File: src/ref_clock_defines.svh
// Constants for the reference clock divider
// What this block does
// - Duty code 11 gives 75%, 10 gives 50%, 01 gives 25% high time
// - Divider codes 111/110/101/100 divide base clock by 128/64/32/16
// - Divider code 010 divides base clock by 4, code 001 by 2
// - Divider code 000 passes base clock, source duty, unless duty code is 0%
// - Pin carries reference clock only if fuse is 1, else system clock / 4
// - Fuse clear: block yields pin to instruction clock, system clock / 4
// - Pin output enable bit gates reference clock onto pin, else keeps it off
`ifndef REF_CLOCK_DEFINES_SVH
`define REF_CLOCK_DEFINES_SVH
`define CTRL_OFFSET 32'h0000_0000
`define STAT_OFFSET 32'h0000_0004
`define CTRL_RESET 8'h30
`define EN_BIT 7
`define OE_BIT 6
`define SLEW_BIT 5
`define DUTY_LO 3
`define DIV_LO 0
`define STAT_REF_BIT 0
`define STAT_OE_BIT 1
`define STAT_FUSE_BIT 2
`define STAT_CNT_LO 8
`define FOSC4_HALF 2'h2
`define BASE_PERIOD 9'h002
`define RESP_OKAY 2'h0
`define RESP_SLVERR 2'h2
`endif

File: src/ref_clock_pkg.sv
// Types shared by the reference clock divider
`default_nettype none
package ref_clock_pkg;
	typedef enum logic [1:0] {
		WR_IDLE = 2'h0,
		WR_HAVE_ADDR = 2'h1,
		WR_RESP = 2'h3,
		WR_HAVE_DATA = 2'h2
	} wr_state_t;
	typedef struct packed {
		logic [7:0] ctrl;
		logic [7:0] cnt;
		logic ref_lvl;
		logic [1:0] fosc4_cnt;
		logic fuse_s1;
		logic fuse_s2;
		logic pin_out;
		logic pin_oe;
		wr_state_t wst;
		logic aw_ctrl;
		logic aw_stat;
		logic [7:0] wdata;
		logic wstrb0;
		logic awready;
		logic wready;
		logic bvalid;
		logic [1:0] bresp;
		logic arready;
		logic rvalid;
		logic [1:0] rresp;
		logic [31:0] rdata;
	} state_t;
endpackage : ref_clock_pkg
`default_nettype wire

File: src/reference_clock_divider.sv
// Reference clock divider with AXI4-Lite control register
`include "ref_clock_defines.svh"
`default_nettype none
module reference_clock_divider
	import ref_clock_pkg::*;
#(
	parameter int ADDR_W = 8
) (
	input wire logic I_REF_CLK,
	input wire logic I_SRST,
	input wire logic I_CE,
	input wire logic I_CLOCK_OUT_CONFIG_FUSE,
	output logic O_REF_CLOCK_OUT_PIN,
	output logic O_REF_CLOCK_OUT_PIN_OE,
	output logic O_SLEW_LIMIT_EN,
	input wire logic [ADDR_W-1:0] I_AWADDR,
	input wire logic I_AWVALID,
	output logic O_AWREADY,
	input wire logic [31:0] I_WDATA,
	input wire logic [3:0] I_WSTRB,
	input wire logic I_WVALID,
	output logic O_WREADY,
	output logic [1:0] O_BRESP,
	output logic O_BVALID,
	input wire logic I_BREADY,
	input wire logic [ADDR_W-1:0] I_ARADDR,
	input wire logic I_ARVALID,
	output logic O_ARREADY,
	output logic [31:0] O_RDATA,
	output logic [1:0] O_RRESP,
	output logic O_RVALID,
	input wire logic I_RREADY
);

	generate
		if (ADDR_W < 3 || ADDR_W > 32) begin : g_bad_addr
			$error("ADDR_W must lie between 3 and 32");
		end
	endgenerate

	state_t st_reg;
	state_t st_next;

	// One base clock period spans two system cycles, since a flop output
	// cannot toggle faster than that; divisors count base periods.
	function automatic logic [8:0] period_of(input logic [2:0] div);
		period_of = `BASE_PERIOD << div;
	endfunction : period_of

	function automatic logic [8:0] high_of(input logic [7:0] c);
		logic [8:0] p;
		logic [8:0] h;
		p = period_of(c[`DIV_LO +: 3]);
		// Duty field selection
		// duty shaping
		case (c[`DUTY_LO +: 2])
			2'h1: h = p >> 2;
			2'h2: h = p >> 1;
			2'h3: h = p - (p >> 2);
			default: h = 9'h000;
		endcase
		if (c[`DIV_LO +: 3] == 3'h0 && c[`DUTY_LO +: 2] != 2'h0) begin
			h = 9'h001;
		end
		high_of = h;
	endfunction : high_of

	logic aw_fire;
	logic w_fire;
	logic do_wr;
	logic wr_ctrl_hit;
	logic wr_stat_hit;
	logic [7:0] wr_data;
	logic wr_strb0;
	logic ctrl_written;
	logic [8:0] period;
	logic [31:0] rd_word;

	always_comb begin
		st_next = st_reg;
		aw_fire = I_AWVALID && st_reg.awready;
		w_fire = I_WVALID && st_reg.wready;
		do_wr = 1'b0;
		wr_ctrl_hit = 1'b0;
		wr_stat_hit = 1'b0;
		wr_data = st_reg.wdata;
		wr_strb0 = st_reg.wstrb0;
		ctrl_written = 1'b0;
		rd_word = 32'h0000_0000;

		// Fuse is a pin level: two flops before use
		st_next.fuse_s1 = I_CLOCK_OUT_CONFIG_FUSE;
		st_next.fuse_s2 = st_reg.fuse_s1;

		// Write channel: address and data may come in either order
		case (st_reg.wst)
			WR_IDLE: begin
				if (aw_fire && w_fire) begin
					do_wr = 1'b1;
					wr_ctrl_hit = I_AWADDR == ADDR_W'(`CTRL_OFFSET);
					wr_stat_hit = I_AWADDR == ADDR_W'(`STAT_OFFSET);
					wr_data = I_WDATA[7:0];
					wr_strb0 = I_WSTRB[0];
				end else if (aw_fire) begin
					st_next.aw_ctrl = I_AWADDR == ADDR_W'(`CTRL_OFFSET);
					st_next.aw_stat = I_AWADDR == ADDR_W'(`STAT_OFFSET);
					st_next.wst = WR_HAVE_ADDR;
				end else if (w_fire) begin
					st_next.wdata = I_WDATA[7:0];
					st_next.wstrb0 = I_WSTRB[0];
					st_next.wst = WR_HAVE_DATA;
				end
			end
			WR_HAVE_ADDR: begin
				if (w_fire) begin
					do_wr = 1'b1;
					wr_ctrl_hit = st_reg.aw_ctrl;
					wr_stat_hit = st_reg.aw_stat;
					wr_data = I_WDATA[7:0];
					wr_strb0 = I_WSTRB[0];
				end
			end
			WR_HAVE_DATA: begin
				if (aw_fire) begin
					do_wr = 1'b1;
					wr_ctrl_hit = I_AWADDR == ADDR_W'(`CTRL_OFFSET);
					wr_stat_hit = I_AWADDR == ADDR_W'(`STAT_OFFSET);
				end
			end
			WR_RESP: begin
				if (I_BREADY) begin
					st_next.wst = WR_IDLE;
				end
			end
			default: begin
				st_next.wst = WR_IDLE;
			end
		endcase

		if (do_wr) begin
			st_next.wst = WR_RESP;
			st_next.bresp = (wr_ctrl_hit || wr_stat_hit) ? `RESP_OKAY : `RESP_SLVERR;
			// Status word is read only; a write to it is accepted and dropped
			if (wr_ctrl_hit && wr_strb0) begin
				st_next.ctrl = wr_data;
				ctrl_written = 1'b1;
			end
		end
		st_next.awready = st_next.wst == WR_IDLE || st_next.wst == WR_HAVE_DATA;
		st_next.wready = st_next.wst == WR_IDLE || st_next.wst == WR_HAVE_ADDR;
		st_next.bvalid = st_next.wst == WR_RESP;

		// Divider counter
		period = period_of(st_next.ctrl[`DIV_LO +: 3]);
		if (!st_next.ctrl[`EN_BIT] || ctrl_written) begin
			// Restart on any control write with byte 0 strobe set so a new setting never runs a stale phase
			st_next.cnt = 8'h00;
		end else if ({1'b0, st_reg.cnt} == period - 9'h001) begin
			st_next.cnt = 8'h00;
		end else begin
			st_next.cnt = st_reg.cnt + 8'h01;
		end
		st_next.ref_lvl = st_next.ctrl[`EN_BIT] && ({1'b0, st_next.cnt} < high_of(st_next.ctrl));

		// Instruction clock runs whatever the control register says
		st_next.fosc4_cnt = st_reg.fosc4_cnt + 2'h1;

		// Pin ownership
		if (st_next.fuse_s2) begin
			st_next.pin_oe = st_next.ctrl[`OE_BIT];
			st_next.pin_out = st_next.ctrl[`OE_BIT] && st_next.ref_lvl;
		end else begin
			st_next.pin_oe = 1'b1;
			st_next.pin_out = st_next.fosc4_cnt < `FOSC4_HALF;
		end

		// Read channel
		if (st_reg.rvalid && I_RREADY) begin
			st_next.rvalid = 1'b0;
		end
		if (I_ARVALID && st_reg.arready) begin
			st_next.rvalid = 1'b1;
			st_next.rresp = `RESP_OKAY;
			if (I_ARADDR == ADDR_W'(`CTRL_OFFSET)) begin
				rd_word[7:0] = st_reg.ctrl;
			end else if (I_ARADDR == ADDR_W'(`STAT_OFFSET)) begin
				rd_word[`STAT_REF_BIT] = st_reg.ref_lvl;
				rd_word[`STAT_OE_BIT] = st_reg.pin_oe;
				rd_word[`STAT_FUSE_BIT] = st_reg.fuse_s2;
				rd_word[`STAT_CNT_LO +: 8] = st_reg.cnt;
			end else begin
				st_next.rresp = `RESP_SLVERR;
			end
			st_next.rdata = rd_word;
		end
		st_next.arready = !st_next.rvalid;
	end

	always_ff @(posedge I_REF_CLK) begin
		if (I_SRST) begin
			st_reg <= '{
				ctrl: `CTRL_RESET,
				wst: WR_IDLE,
				awready: 1'b1,
				wready: 1'b1,
				arready: 1'b1,
				default: '0
			};
		end else if (I_CE) begin
			st_reg <= st_next;
		end
	end

	assign O_REF_CLOCK_OUT_PIN = st_reg.pin_out;
	assign O_REF_CLOCK_OUT_PIN_OE = st_reg.pin_oe;
	assign O_SLEW_LIMIT_EN = st_reg.ctrl[`SLEW_BIT];
	assign O_AWREADY = st_reg.awready;
	assign O_WREADY = st_reg.wready;
	assign O_BVALID = st_reg.bvalid;
	assign O_BRESP = st_reg.bresp;
	assign O_ARREADY = st_reg.arready;
	assign O_RVALID = st_reg.rvalid;
	assign O_RRESP = st_reg.rresp;
	assign O_RDATA = st_reg.rdata;

	logic en;
	logic [1:0] duty;
	logic [2:0] div;
	assign en = st_reg.ctrl[`EN_BIT];
	assign duty = st_reg.ctrl[`DUTY_LO +: 2];
	assign div = st_reg.ctrl[`DIV_LO +: 3];
endmodule : reference_clock_divider
`default_nettype wire

File: config.mk
export PLATFORM = sky130hd
export DESIGN_NAME = reference_clock_divider
export DESIGN_NICKNAME = d
export VERILOG_FILES = /design/src/ref_clock_pkg.sv /design/src/reference_clock_divider.sv
export VERILOG_INCLUDE_DIRS = /design/src
export SDC_FILE = /design/constraint.sdc
export NUM_CORES = 1
export LEC_CHECK = 0
export BUFFER_PORTS_ARGS = -buffer_cell sky130_fd_sc_hd__buf_2
export CAP_MARGIN = 15
export CORE_UTILIZATION = 30
export CTS_CLUSTER_SIZE = 12
export DETAILED_ROUTE_END_ITERATION = 6
export PLACE_DENSITY_LB_ADDON = 0.1
export SKIP_LAST_GASP = 1
export SLEW_MARGIN = 40
export SYNTH_ARGS = -nofsm -noshare
export SYNTH_HDL_FRONTEND = slang
export SYNTH_SLANG_ARGS = --single-unit
File: constraint.sdc
create_clock -name I_REF_CLK -period 5.8 [get_ports I_REF_CLK]
set_clock_uncertainty 0.15 [all_clocks]
set_input_delay 0.58 -clock I_REF_CLK [delete_from_list [all_inputs] [get_ports I_REF_CLK]]
set_output_delay 0.58 -clock I_REF_CLK [all_outputs]
set_load 0.01 [all_outputs]
After elaboration in Yosys (flattened, before gate mapping):

Index checks and enable logic that the tools add are counted.

* add/sub/neg operators: 4
* $lt $le $gt $ge: 2
* eq/ne operators: 12
* shift operators: 1
* multiplexer cells: 46
* bitwise gates (word level): 2
* reduce and logical (&&, ||, !) cells: 26

Operators with widths (count)
* 8-bit two-way mux: 8
* 35-bit two-way mux: 1
* 9-bit two-way mux: 3
* 9-bit one-hot mux with 3 select lines: 1
* 2-bit two-way mux: 9
* 8-bit by 3-bit equality test with 1-bit output, second input constant: 2
* 8-bit zero test: 2
* 8-bit one-hot mux with 2 select lines: 1
* 1-bit two-way mux: 14
* 13-bit two-way mux: 1
* 2-bit equality test, second input constant: 6
* 8-bit by 9-bit equality test with 1-bit output: 1
* 1-bit logical AND: 9
* 8-bit by 9-bit < comparator with 1-bit output: 1
* 1-bit one-hot mux with 3 select lines: 3
* 2-bit by 3-bit << shifter with 9-bit output, first input constant: 1
* 9-bit by 1-bit subtractor with 9-bit output, second input constant: 1
* 9-bit by 7-bit subtractor with 9-bit output: 1
* 8-bit by 1-bit adder with 8-bit output, second input constant: 1
* 2-bit by 1-bit equality test with 1-bit output, second input constant: 3
* 3-bit two-way mux: 2
* 5-bit two-way mux: 1
* 5-bit AND reduction: 1
* 2-bit zero test: 2
* 12 further kinds: 18

* register bits: 61
* output and inout port bits: 44
* word-level logic and storage cells: 115

Depth between registers and ports, before layout:

* depth after elaboration: 16
* mapped depth: 27
* mapped depth without buffers: 24

Least setup slack after synthesis:

OpenSTA, ideal clock, no wires.

* kind: in2reg
* start point: in I_AWADDR[5]
* end point: reg st_reg[60] in the netlist's numbering
* setup time: 0.092 ns
* data arrival time: 5.008 ns
* data required time: 5.558 ns
* slack: 0.550 ns
* stages: 23
* buffers on the path: 2
* cell sequence: or4_4 nor4_4 a31oi_2 nor2_4 buf_4 a41o_1 inv_1 ha_1 xnor2_1 nor2b_1 nand4bb_1 a32o_1 o311ai_4 buf_6 nor2_1 ha_1 a21o_1 a21o_1 a21oi_1 o311ai_0 o31ai_1 a31oi_1 o32ai_1

RTL lines
* start, declared: line reference_clock_divider.sv:16 `input wire logic [ADDR_W-1:0] I_AWADDR,`
* end signal, assigned: line reference_clock_divider.sv:201 `st_reg <= '{`
* end signal, assigned: line reference_clock_divider.sv:210 `st_reg <= st_next;`
* end, declared: line reference_clock_divider.sv:41 `state_t st_reg;`

==> results.yml <==
grt:
  grt-ovfl-total: 0
  antenna_found_initial: 0
  grt_pass1_vias: 4127
  grt_use_total_pct: 17.0
  grt_max_degree: 52
  grt_pass1_wl_um: 21000
synth:
  synth_area_mm2: 0.00453
  synthFlopType: "dfxtp_1"
  synth_top_family_by_area: "compound AO/OA/AOI/OAI gates"
  yosys-top-cells-area: "dfxtp_1, nor2_1, buf_4, ha_1, a21oi_1"
  synth_compound_area_share_pct: 26.5
  synth_xor_xnor_area_share_pct: 3.87
  synth_edf_count: 0
  synth-seq-cells: 59
  yosys.cell_types.count: 85
  synth.mux.area_fraction_pct: 4.53
  synthAdderAreaFrac_pct: 5.14
  syn_area_per_cell_um2: 7.79
  yosysTopAreaCellShare_pct: 26.1
  yosysWarnings: 0
  synth-simple-area-share_pct: 22.2
  yosysTopAreaCell: "dfxtp_1"
  async_reset_ff_share_pct: 0
  syn-instance-count: 581
  ys_seq_area_share_pct: 26.1
placed_design:
  dp_hpwl_um: 9820
  io_buffer_count: 59
  place.gp.congestion: 0.824
  dp_slack_ns: 0.125
setup_path:
  worstPathBufferInverterCount: 2
  slowest_stage: "a2111oi_2"
  path_class: "reg -> reg"
  startpoint: "st_reg[52]$_SDFFE_PP0P_"
  cp.required_ns: 5.88
  cp_max_fo: 5
  slowest_delay_ns: 0.38
  path_cells: "buf_4 > ha_1 > nand3_1 > o211a_1 > o2bb2ai_4 > a2111oi_2 > a41o_1 > inv_1 > ha_1 > xnor2_1 > nor2b_1 > nand4bb_1 > a32o_1 > o311ai_4 > nor2_1 > ha_1 > a21o_1 > a21o_1 > a21oi_1 > o311ai_0 > o31ai_1 > a31oi_1 > o32ai_1"
  reg2reg_from: "st_reg[52]$_SDFFE_PP0P_"
  cpMostUsedCell: "ha_1"
  cp-start-kind: "flop"
  crit_family: "compound AO/OA/AOI/OAI gates"
  end_kind: "flop"
  arrival_ns: 5.58
routing:
  final_antenna_net_count: 0
  finalWirelength_um: 12800
  num_vias: 4266
  wl_met2_um: 5860
  drt-initial-drc-count: 247
  via_per_inst: 5.29
  route.met3.wl_um: 574
  drc: 3
  drt-met1-wl_um: 6140
  top_layer_used: "met4"
  post_drt_wl_per_cell_um: 15.9
  drt_first_pass_iters: 7
pwr:
  clockPowerShare_pct: 48.5
  power.share.switching_pct: 26.5
  power_frac_comb_pct: 15.6
  ir_drop_v: 0.000146
  p_int_uw: 890
  p_per_area_mw_per_mm2: 231
  leakagePower_nw: 2.06
  p_seq_share_pct: 35.8
  p_sw_uw: 321
timing:
  max_freq_mhz: 182
  setup_ws_ns: 0.300
  fin_crit_sh_pct: 94.8
  setup_violations: 0
  slew_headroom_pct: 49.9
  final.setup.tns_ns: 0
  rsz0062_at_grt: "no"
  worst_pin_slew_ns: 0.751
  maxSlewViolCount: 0
  hold_violations: 0
  layout_min_cycle_time_ns: 5.50
clock_tree:
  cts_tree: "yes"
  clk_latency_ns: 0.33
  clkSlewWorstSetupHoldPaths_ns: 0.05
  post_cts_buffers: 0
  numCtsBuffers: 9
  htree_levels: 3
  cts_root_buf: "clkbuf_16"
  clockBufferDepth: 2
  cts_num_sinks: 59
layout:
  n_fill_cell: 1553
  synthToLayoutAreaGrowth_pct: 15.6
  fin_nets: 698
  final_common_cell: "nor2_1"
  largest_reg_flops: 26
  diodes: 0
  mostFrequentLayoutCells: "nor2_1, dfxtp_1, buf_2"
  layout-drive-gt1-share_pct: 21.0
job:
  cap_violations: 0
outcome:
  outcome: "finished with violations"
  violations: "design-rule violations"
floorplanning:
  start_util_pct: 30.9
  die_x_um: 125
  die_area_mm2: 0.0156
  core_mm2: 0.0146
  num_io_pins: 105
  die_y_um: 125
  rows: 44
min_path:
  min_path_type: "reg -> reg"
  hold_start: "O_RDATA[6]$_SDFFE_PP0P_"
## per-layer routing
layer / vias up / global-route usage [%]
li1: 2129 / -
met1: 2018 / 22.2
met2: 103 / 27.8
met3: 16 / 3.26
met4: 0 / 6.10
met5: - / 0
## final timing paths
path | to | slack [ns] | cells after the start
setup / recovery | st_reg[60]$_SDFFE_PP0P_ | 0.30 | 23
hold / removal | O_RDATA[6]$_SDFFE_PP0P_ | 0.30 | 2
setup reg to reg | st_reg[60]$_SDFFE_PP0P_ | 0.30 | 23
hold reg to reg | O_RDATA[6]$_SDFFE_PP0P_ | 0.30 | 2
## final cells by class
cell class                 instances  area (um2)  share of cell area (%)
clock inverter                     4        73.8                    1.41
multi-input combinational        446        2950                    56.4
tap                              184         230                    4.40
inverter                          22        82.6                    1.58
sequential                        59        1180                    22.6
clock buffer                      11         253                    4.83
timing repair buffer              81         460                    8.80
## timing repair
| action | in CTS | in global routing |
|---|---|---|
| endpoints found under the setup margin | 0 | 2 |
| gates resized for setup | 0 | 9 |
| hold buffers | 0 | 0 |
## Yosys cell counts (all sizes together) (3+ instances only)
master    n
mux2i    19
nand2b    3
a21oi    40
a31o      3
a2111oi   4
a221oi    3
a21o      6
inv      22
xnor2     8
and3      4
or2       4
nand2    46
ha       17
a31oi    10
a21boi    5
a211oi    9
buf      47
o21ai    25
dfxtp    59
a22o      5
nor2     81
xor2     12
a22oi    12
o2bb2ai   3
nor4      6
and2      5
o211ai    7
clkbuf   24
nor3     15
a2bb2oi   3
nand4    11
nand3    17
## cell families after synthesis
| group | after synthesis |
|---|---|
| other cells | 1 |
| flops | 59 |
| compound gates | 163 |
| xor+xnor | 20 |
| fa+ha+maj | 18 |
| simple gates | 207 |
| buf+inv | 93 |
| mux | 20 |
## metrics by stage
step | area, um2 | hold WS, ns | cells | power, mW | util [%]
2_1_floorplan | 4590 | 0.287 | 598 | 0.576 | -
3_3_place_gp | 4840 | 0.296 | 792 | 0.620 | 33.1
3_5_place_dp | 4840 | 0.297 | 792 | 0.622 | 33.1
4_1_cts | 5170 | 0.305 | 807 | 1.21 | 35.3
5_1_grt | 5230 | 0.328 | 807 | 1.27 | 35.7
6_report | 5230 | 0.301 | 807 | 1.21 | 35.7
## power by group through the flow
stage	clock network, mW	logic [mW]	registers (mW)
global route	0.623	0.209	0.436
floorplan	0	0.133	0.442
CTS	0.600	0.180	0.434
detailed placement	0	0.180	0.442
finish	0.587	0.189	0.434
global placement	0	0.178	0.442
## tightest hold or removal path, stage by stage (launching register included)
cell and delay [ns]:
dfxtp_1 0.30, nand2_1 0.05, a21oi_1 0.05
Power figures use the tool's default switching activity.
